$ cat src/hw/lhi_regs.svh
// Constants for the host interface of the LCD driver: register offsets, fields, reset values
`ifndef LHI_REGS_SVH
`define LHI_REGS_SVH

`define LHI_CTRL_OFS      12'h000
`define LHI_STATUS_OFS    12'h004
`define LHI_CMD_OFS       12'h008
`define LHI_WDATA_OFS     12'h00C
`define LHI_RDATA_OFS     12'h010
`define LHI_RSTATUS_OFS   12'h014
`define LHI_COUNT_OFS     12'h018

`define LHI_STATUS_RST    8'h00
`define LHI_RDATA_RST     8'h00
`define LHI_SER_BITS      4'h8
`define LHI_SEL_SEP       2'h1
`define LHI_SEL_ENA       2'h3
`define LHI_SEL_SER       2'h2
`define LHI_SEL_RST       2'h0

`endif

$ cat src/hw/lhi_pkg.sv
// Types shared by the LCD host interface design files
package lhi_pkg;

	typedef enum logic [1:0] {
		LHI_MODE_RESET  = 2'h0,
		LHI_MODE_SEP    = 2'h1,
		LHI_MODE_SER    = 2'h2,
		LHI_MODE_ENA    = 2'h3
	} lhi_mode_type;

endpackage

$ cat src/hw/lhi_host_if.sv
// Host interface of the LCD driver: pin front end, serial receiver and APB register file
//
// The placing of the registers and register access over APB were left to the implementer.
`timescale 1ns/1ps
`default_nettype none
`include "lhi_regs.svh"

////////////////////////////////////////////////////////////////////////////////
module lhi_host_if
	import lhi_pkg::*;
(
	input  wire logic        SYS_CLK,          // System clock, 100 MHz
	input  wire logic        RST_B,            // Synchronous reset, active low
	input  wire logic        IFACE_SEL_A,      // Interface select pin A
	input  wire logic        IFACE_SEL_B,      // Interface select pin B
	input  wire logic        CHIP_SELECT_LOW_B,// Chip select, active low
	input  wire logic        CHIP_SELECT_HIGH, // Chip select, active high
	input  wire logic        DATA_COMMAND_FLAG,// High display data, low command/status
	input  wire logic        RD_STROBE,        // Read strobe low, or enable strobe
	input  wire logic        WR_STROBE,        // Write strobe low, or direction line
	input  wire logic [7:0]  DATA_IN,          // Data pins, input side
	output logic      [7:0]  DATA_OUT,         // Data pins, output side
	output logic             DATA_OE,          // High while driving data pins
	input  wire logic        PSEL,             // APB select
	input  wire logic        PENABLE,          // APB enable
	input  wire logic        PWRITE,           // APB direction
	input  wire logic [11:0] PADDR,            // APB byte address
	input  wire logic [31:0] PWDATA,           // APB write data
	output logic      [31:0] PRDATA,           // APB read data
	output logic             PREADY,           // APB ready
	output logic             PSLVERR           // APB error, unmapped address
);

	////////////////////////////////////////////////////////////////////////////////
	// Input synchronisers: two flops on every pin

	localparam int NSYNC = 14;

	logic [NSYNC-1:0] pin_raw;
	logic [NSYNC-1:0] sync1_r;
	logic [NSYNC-1:0] sync2_r;

	assign pin_raw = {IFACE_SEL_A, IFACE_SEL_B, CHIP_SELECT_LOW_B, CHIP_SELECT_HIGH,
		DATA_COMMAND_FLAG, RD_STROBE, WR_STROBE, DATA_IN[7], DATA_IN[6], DATA_IN[4:0]};

	always_ff @(posedge SYS_CLK) begin
		if (!RST_B) begin
			sync1_r <= '0;
			sync2_r <= '0;
		end else begin
			sync1_r <= pin_raw;
			sync2_r <= sync1_r;
		end
	end

	logic       sel_a_s;
	logic       sel_b_s;
	logic       csl_s;
	logic       csh_s;
	logic       flag_s;
	logic       rd_s;
	logic       wr_s;
	logic       d7_s;
	logic       d6_s;
	logic [4:0] dlow_s;
	logic [7:0] din_s;

	assign {sel_a_s, sel_b_s, csl_s, csh_s, flag_s, rd_s, wr_s, d7_s, d6_s, dlow_s} = sync2_r;

	////////////////////////////////////////////////////////////////////////////////
	// Bit 5 of the data pins, synchronised with the rest

	logic d5_m_r;
	logic d5_s_r;

	always_ff @(posedge SYS_CLK) begin
		if (!RST_B) begin
			d5_m_r <= 1'b0;
			d5_s_r <= 1'b0;
		end else begin
			d5_m_r <= DATA_IN[5];
			d5_s_r <= d5_m_r;
		end
	end

	assign din_s = {d7_s, d6_s, d5_s_r, dlow_s};

	////////////////////////////////////////////////////////////////////////////////
	// Mode decode and chip select

	function automatic lhi_mode_type mode_of(input logic a, input logic b);
		mode_of = lhi_mode_type'({b ? a : a, b});
		case ({a, b})
			2'b01:   mode_of = LHI_MODE_SEP;
			2'b11:   mode_of = LHI_MODE_ENA;
			2'b10:   mode_of = LHI_MODE_SER;
			default: mode_of = LHI_MODE_RESET;
		endcase
	endfunction

	lhi_mode_type mode;
	logic         selected;

	assign mode     = mode_of(sel_a_s, sel_b_s);
	assign selected = !csl_s && csh_s;

	////////////////////////////////////////////////////////////////////////////////
	// Main state

	typedef struct packed {
		logic       sclk_prev;
		logic       access_prev;
		logic [7:0] cmd;
		logic [7:0] wdata;
		logic [7:0] status;
		logic [7:0] rdata;
		logic       dout_en;
		logic [7:0] dout;
		logic [7:0] cmd_cnt;
		logic [7:0] data_cnt;
		logic       cmd_new;
		logic       data_new;
		logic       cfg_lock;
	} lhi_state_type;

	lhi_state_type st_r;
	lhi_state_type st_nxt;

	logic       ser_en;
	logic       sclk_rise;
	logic       rx_vld;
	logic [7:0] rx_byte;
	logic       rx_is_data;

	assign ser_en    = (mode == LHI_MODE_SER) && selected;
	assign sclk_rise = d6_s && !st_r.sclk_prev;

	lhi_serial_rx lhi_serial_rx_i (
		.clk          (SYS_CLK),
		.rst_b        (RST_B),
		.enable       (ser_en),
		.sclk_rise    (sclk_rise),
		.sdata        (d7_s),
		.flag         (flag_s),
		.byte_vld     (rx_vld),
		.byte_out     (rx_byte),
		.byte_is_data (rx_is_data)
	);

	////////////////////////////////////////////////////////////////////////////////
	// Parallel bus decode

	logic par_read;
	logic par_write;
	logic par_access;

	always_comb begin
		par_read  = 1'b0;
		par_write = 1'b0;
		if (selected) begin
			if (mode == LHI_MODE_SEP) begin
				par_read  = !rd_s;
				par_write = !wr_s && rd_s;
			end else if (mode == LHI_MODE_ENA) begin
				par_read  = rd_s && wr_s;
				par_write = rd_s && !wr_s;
			end
		end
	end

	assign par_access = par_write;

	logic apb_wr;

	assign apb_wr = PSEL && PENABLE && PWRITE;

	always_comb begin
		st_nxt = st_r;
		st_nxt.sclk_prev   = ser_en ? d6_s : 1'b0;
		st_nxt.access_prev = par_access;
		st_nxt.cmd_new     = 1'b0;
		st_nxt.data_new    = 1'b0;
		// Write acts once, on the end of the write strobe
		if (st_r.access_prev && !par_access) begin
			if (flag_s) begin
				st_nxt.wdata    = din_s;
				st_nxt.data_new = 1'b1;
			end else begin
				st_nxt.cmd     = din_s;
				st_nxt.cmd_new = 1'b1;
			end
		end
		if (rx_vld) begin
			if (rx_is_data) begin
				st_nxt.wdata    = rx_byte;
				st_nxt.data_new = 1'b1;
			end else begin
				st_nxt.cmd     = rx_byte;
				st_nxt.cmd_new = 1'b1;
			end
		end
		if (st_nxt.cmd_new)
			st_nxt.cmd_cnt = st_r.cmd_cnt + 8'h01;
		if (st_nxt.data_new)
			st_nxt.data_cnt = st_r.data_cnt + 8'h01;
		// Read path only on parallel modes
		st_nxt.dout_en = par_read && (mode != LHI_MODE_SER);
		st_nxt.dout    = flag_s ? st_r.rdata : st_r.status;
		if (apb_wr && (PADDR == `LHI_STATUS_OFS))
			st_nxt.status = PWDATA[7:0];
		if (apb_wr && (PADDR == `LHI_RDATA_OFS))
			st_nxt.rdata = PWDATA[7:0];
		if (apb_wr && (PADDR == `LHI_CTRL_OFS))
			st_nxt.cfg_lock = PWDATA[0];
		// Interface held in reset: clear command and data bytes, new flags and pin drive
		if (mode == LHI_MODE_RESET) begin
			st_nxt.cmd      = 8'h00;
			st_nxt.wdata    = 8'h00;
			st_nxt.dout_en  = 1'b0;
			st_nxt.cmd_new  = 1'b0;
			st_nxt.data_new = 1'b0;
		end
	end

	always_ff @(posedge SYS_CLK) begin
		if (!RST_B) begin
			st_r <= '0;
			st_r.status <= `LHI_STATUS_RST;
			st_r.rdata  <= `LHI_RDATA_RST;
		end else begin
			st_r <= st_nxt;
		end
	end

	assign DATA_OUT = st_r.dout;
	assign DATA_OE  = st_r.dout_en;

	////////////////////////////////////////////////////////////////////////////////
	// APB slave, zero wait states

	logic [31:0] rd_mux;
	logic        unmapped;

	always_comb begin
		rd_mux   = 32'h0000_0000;
		unmapped = 1'b0;
		if (PADDR == `LHI_CTRL_OFS)
			rd_mux = {21'h0, st_r.cmd_new, st_r.data_new, ser_en, selected, 4'h0, mode, st_r.cfg_lock};
		else if (PADDR == `LHI_STATUS_OFS)
			rd_mux = {24'h0, st_r.status};
		else if (PADDR == `LHI_CMD_OFS)
			rd_mux = {24'h0, st_r.cmd};
		else if (PADDR == `LHI_WDATA_OFS)
			rd_mux = {24'h0, st_r.wdata};
		else if (PADDR == `LHI_RDATA_OFS)
			rd_mux = {24'h0, st_r.rdata};
		else if (PADDR == `LHI_RSTATUS_OFS)
			rd_mux = {24'h0, st_r.status};
		else if (PADDR == `LHI_COUNT_OFS)
			rd_mux = {16'h0, st_r.data_cnt, st_r.cmd_cnt};
		else
			unmapped = 1'b1;
	end

	assign PREADY  = 1'b1;
	assign PRDATA  = (PSEL && PENABLE && !PWRITE) ? rd_mux : 32'h0000_0000;
	assign PSLVERR = PSEL && PENABLE && unmapped;

endmodule
`default_nettype wire

$ cat src/hw/lhi_serial_rx.sv
// Serial receiver: byte shift register and modulo-eight bit counter
`timescale 1ns/1ps
`default_nettype none
module lhi_serial_rx
	import lhi_pkg::*;
(
	input  wire logic       clk,       // System clock
	input  wire logic       rst_b,     // Synchronous reset, active low
	input  wire logic       enable,    // Serial mode and chip selected
	input  wire logic       sclk_rise, // One-cycle pulse on serial clock rise
	input  wire logic       sdata,     // Synchronised serial data
	input  wire logic       flag,      // Synchronised data/command flag
	output logic            byte_vld,  // One-cycle pulse, byte complete
	output logic [7:0]      byte_out,  // Assembled byte
	output logic            byte_is_data // Flag sampled with the eighth bit
);

	typedef struct packed {
		logic [7:0] shift;
		logic [2:0] count;
		logic       vld;
		logic [7:0] out;
		logic       is_data;
	} lhi_rx_state_type;

	lhi_rx_state_type st_r;
	lhi_rx_state_type st_nxt;

	always_comb begin
		st_nxt = st_r;
		st_nxt.vld = 1'b0;
		if (!enable) begin
			st_nxt.shift = 8'h00;
			st_nxt.count = 3'h0;
		end else if (sclk_rise) begin
			st_nxt.shift = {st_r.shift[6:0], sdata};
			st_nxt.count = st_r.count + 3'h1;
			if (st_r.count == 3'h7) begin
				st_nxt.out = {st_r.shift[6:0], sdata};
				st_nxt.is_data = flag;
				st_nxt.vld = 1'b1;
			end
		end
	end

	always_ff @(posedge clk) begin
		if (!rst_b)
			st_r <= '0;
		else
			st_r <= st_nxt;
	end

	assign byte_vld     = st_r.vld;
	assign byte_out     = st_r.out;
	assign byte_is_data = st_r.is_data;

endmodule
`default_nettype wire

$ cat config.mk
export PLATFORM = sky130hd
export DESIGN_NAME = lhi_host_if
export DESIGN_NICKNAME = d
export VERILOG_FILES = /design/src/hw/lhi_pkg.sv /design/src/hw/lhi_host_if.sv /design/src/hw/lhi_serial_rx.sv
export VERILOG_INCLUDE_DIRS = /design/src /design/src/hw
export SDC_FILE = /design/constraint.sdc
export NUM_CORES = 1
export LEC_CHECK = 0
export BUFFER_PORTS_ARGS = -buffer_cell sky130_fd_sc_hd__buf_2
export CAP_MARGIN = 15
export CORE_MARGIN = 3
export CORE_UTILIZATION = 54
export DETAILED_ROUTE_END_ITERATION = 7
export PLACE_DENSITY = 0.79
export SYNTH_ARGS = -nofsm -noshare
export SYNTH_HDL_FRONTEND = slang
export SYNTH_SLANG_ARGS = --single-unit
$ cat constraint.sdc
create_clock -name SYS_CLK -period 1.9 [get_ports SYS_CLK]
set_input_delay 0.095 -clock SYS_CLK [delete_from_list [all_inputs] [get_ports SYS_CLK]]
set_output_delay 0.095 -clock SYS_CLK [all_outputs]
set_load 0.01 [all_outputs]
==> summary.md <==
| Metric | Value |
|---|---|
| Outcome | finished, final reports clean |
| Clock network power share | 0.347 |
| Worst-Skew Late Latency | 0.38 ns |
| Slew margin rel. | 0.562 |
| Pins Over Slew Limit | 0 |
| Number of I/O pins | 107 |
| Most used DFF post-synth | dfxtp_1 |
| RSZ-0062 raised after global routing | yes |
| Die span in x | 102 microns |
| FMAX | 530 MHz |
| Gp weighted congestion | 0.932 |
| Largest family of logic cells by synthesized area | simple AND/OR/NAND/NOR gates |
| Initial Utilization | 0.561 |
| Synth warnings | 0 |
| NetSw | 1060 uW |
| DP Area | 5410 sq um |
| Avg Cell Area, Syn | 8.95 sq um |
| Synth Instances | 555 |
| Max Cap Viol | 0 |
| Vias per cell | 5.50 |
| Yosys top cell area share | 0.451 |
| Post-Synth Simple-Gate Area | 0.225 |
| Adder-cell share of the synthesized area | 0.0101 |
| H-Tree Depth | 3 |
| Slew @ Worst Pin | 0.657 ns |
| Register area share after synthesis | 0.451 |
| Final Util | 0.664 |
| Worst VDD drop | 0.000653 V |
| Grt ovf | 0 |
| Worst Setup End Kind | output pin |
| Crit Path Class | in2out |
| Vias in the first global route | 4032 |
| Top cells by area, synth | dfxtp_1 45%, mux2i_1 11%, nand2_1 6.6% |
| Final Hold Fails | 0 |
| Total power | 4090 uW |
| Area of the multi-input gates | 2470 sq um |
| Largest net degree at the start of global routing | 48 |
| CTS tree | yes |
| Mapped Area | 4970 sq um |
| Multiplexer share of the synthesized area | 0.124 |
| Register bit total from synthesis | 112 |
| Layout cells sized above 1 | 0.195 |
| Pwr Density | 696 nW/um^2 |
| Area delta synth->final | 18.3% |
| Initial antenna violation count | 0 |
| Row Count | 34 |
| Clock root buffer | clkbuf_8 |
| Startpoint Class | primary input |
| Minimum clock period | 1.89 ns |
| Dpl hpwl | 8040 microns |
| Final cell count without fillers | 755 |
| DRC | 0 |
| Async S/R FF share, synth | 0 |
| Worst hold path class | in2reg |
| Post-layout net count | 710 |
| Combinational power share | 0.068 |
| Via count | 4152 |
| TritonRoute pass-1 iters | 5 |
| Internal | 3030 uW |
| Core ar. | 8850 sq um |
| Synth unique cells | 52 |
| XOR/XNOR share of the synthesized area | 0.00705 |
| Critical Path RT | 1.80 ns |
| Clock Sinks | 112 |
| Area leader, netlist | dfxtp_1 |
| DRC marker count from the first detailed-route iteration | 323 |
| Dpl cells | 717 |
| Final ANT Viol Nets | 0 |
| Flop pwr share | 0.585 |
| Wire per inst | 15.2 microns |
| # port buffers | 65 |
| Storage cell area | 2240 sq um |
| Final WL | 11500 microns |
| Maximum fanout along the worst path | 4 |
| Post-synthesis compound-gate area fraction | 0.115 |
| Sw frac | 0.258 |
| CTS Buf Count | 9 |
| Max Root-Sink Buffers | 2 |
| Chip height | 102 microns |
| Pleak | 0.00238 uW |
| Die area | 10400 sq um |
| First-pass GRT wire length | 18600 microns |
| Post-synth EDFFs | 0 |
| Final setup viols | 0 |
| Crit path DAT | 1.79 ns |
| Number of fill cells | 714 |
| Total GRT Usage | 0.224 |
| Post-route cell area | 5870 sq um |
| ANT cells | 0 |
| Final period util | 0.992 |
| Clk_skew | 0.0166 ns |
| Worst-path clk slew | 0.12 ns |
## per-layer routing
metal	vias to the layer above	global-route usage	wire length (microns)
met4	0	0.0555	129
met1	1954	0.287	4900
li1	2037	-	-
met3	15	0.0519	746
met5	-	0	0
met2	146	0.383	5700
## stage by stage
stage	TNS [ns]	hold WS (ns)	setup slack, ns
finish	0	0.0177	0.0147
floorplan	0	0.222	0.293
detailed placement	-0.0404	0.304	-0.0242
global placement	-0.00943	0.302	-0.00943
CTS	0	0.00108	0.00800
global route	-0.0231	0.0188	-0.0121
## placed cells by master (no fill, tap or decap), types with 11 or more instances in the layout
| cell type | synthesis | routed |
|---|---|---|
| nor2_1 | 39 | 39 |
| nand2b_1 | 13 | 13 |
| conb_1 | 2 | 17 |
| nand3_1 | 11 | 11 |
| mux2i_1 | 57 | 57 |
| o21ai_0 | 20 | 20 |
| buf_2 | 6 | 63 |
| dfxtp_1 | 112 | 112 |
| buf_4 | 26 | 27 |
| a21oi_1 | 26 | 26 |
| and2_1 | 36 | 36 |
| nand2_1 | 87 | 87 |
| dlygate4sd3_1 | 0 | 21 |
## critical path, stage by stage
cell and delay [ns]:
buf_6 0.09, or4_4 0.53, or4b_4 0.56, buf_6 0.15, o221a_1 0.23, buf_2 0.14
## path summary, 6_finish.rpt
check | depth (start not counted) | startpoint | end | slack, ns
max | 6 | PADDR[1] | PRDATA[2] | 0.01
min | 3 | PWDATA[0] | st_r[28]$_SDFFE_PN0P_ | 0.02
max reg2reg | 6 | sync2_r[8]$_SDFF_PN0_ | st_r[13]$_SDFFE_PN0P_ | 0.15
min reg2reg | 1 | sync1_r[3]$_SDFF_PN0_ | sync2_r[3]$_SDFF_PN0_ | 0.43
## power groups by stage
stage                     sequential (uW)  clock (uW)  combinational [uW]
final                                2390        1420                 276
after global routing                 2400        1550                 305
after CTS                            2390        1460                 265
after detailed placement             2450           0                 233
after global placement               2440           0                 226
after floorplan                      2440           0                 167
## synth_stat cells, types with 3 or more instances
cell type,number
dfxtp_1,112
nand2_1,87
mux2i_1,57
nor2_1,39
and2_1,36
a21oi_1,26
buf_4,26
clkbuf_1,21
o21ai_0,20
nand2b_1,13
a31oi_1,11
nand3_1,11
a211oi_1,9
buf_2,6
nor2b_1,6
and3_1,5
a21o_1,4
and4_1,4
ha_1,4
mux2_2,4
xnor2_1,4
a22o_1,3
a22oi_1,3
buf_1,3
inv_1,3
nor3_1,3
## final cells by class
cell class | instances | share of cell area
multi-input combinational | 398 | 0.420
sequential | 112 | 0.382
timing repair buffer | 117 | 0.137
tap | 108 | 0.0230
clock buffer | 9 | 0.0211
clock inverter | 7 | 0.0147
inverter | 4 | 0.00256
## flip-flops by register name, summed over array words and instances, names as in the netlist
| name | flops |
|---|---|
| st_r | 53 |
| lhi_serial_rx_i.byte_is_data | 1 |
| DATA_OUT | 8 |
| lhi_serial_rx_i.byte_vld | 1 |
| sync1_r | 14 |
| DATA_OE | 1 |
| lhi_serial_rx_i.byte_out | 8 |
| d5_m_r | 1 |
| lhi_serial_rx_i.st_r | 10 |
| d5_s_r | 1 |
| sync2_r | 14 |
## kinds of logic (layout without fill, tap and decap cells)
group                    Yosys count  in the layout
adder cells (fa/ha/maj)            4              4
other                              2             17
XOR/XNOR                           4              4
multiplexers                      61             61
buffers and inverters             60            137
flip-flops                       112            112
AND/OR/NAND/NOR                  221            221
AO/OA/AOI/OAI                     91             91
## repair_timing
action / in CTS / in global routing
pin swaps: 1 / 6
endpoints found under the hold margin: 25 / 1
endpoints found under the setup margin: 3 / 12
cloned: 0 / 0
hold buffers: 20 / 1
buffers inserted: 0 / 1
resized for setup: 2 / 6
No activity file was read; power rests on OpenSTA's default activity.
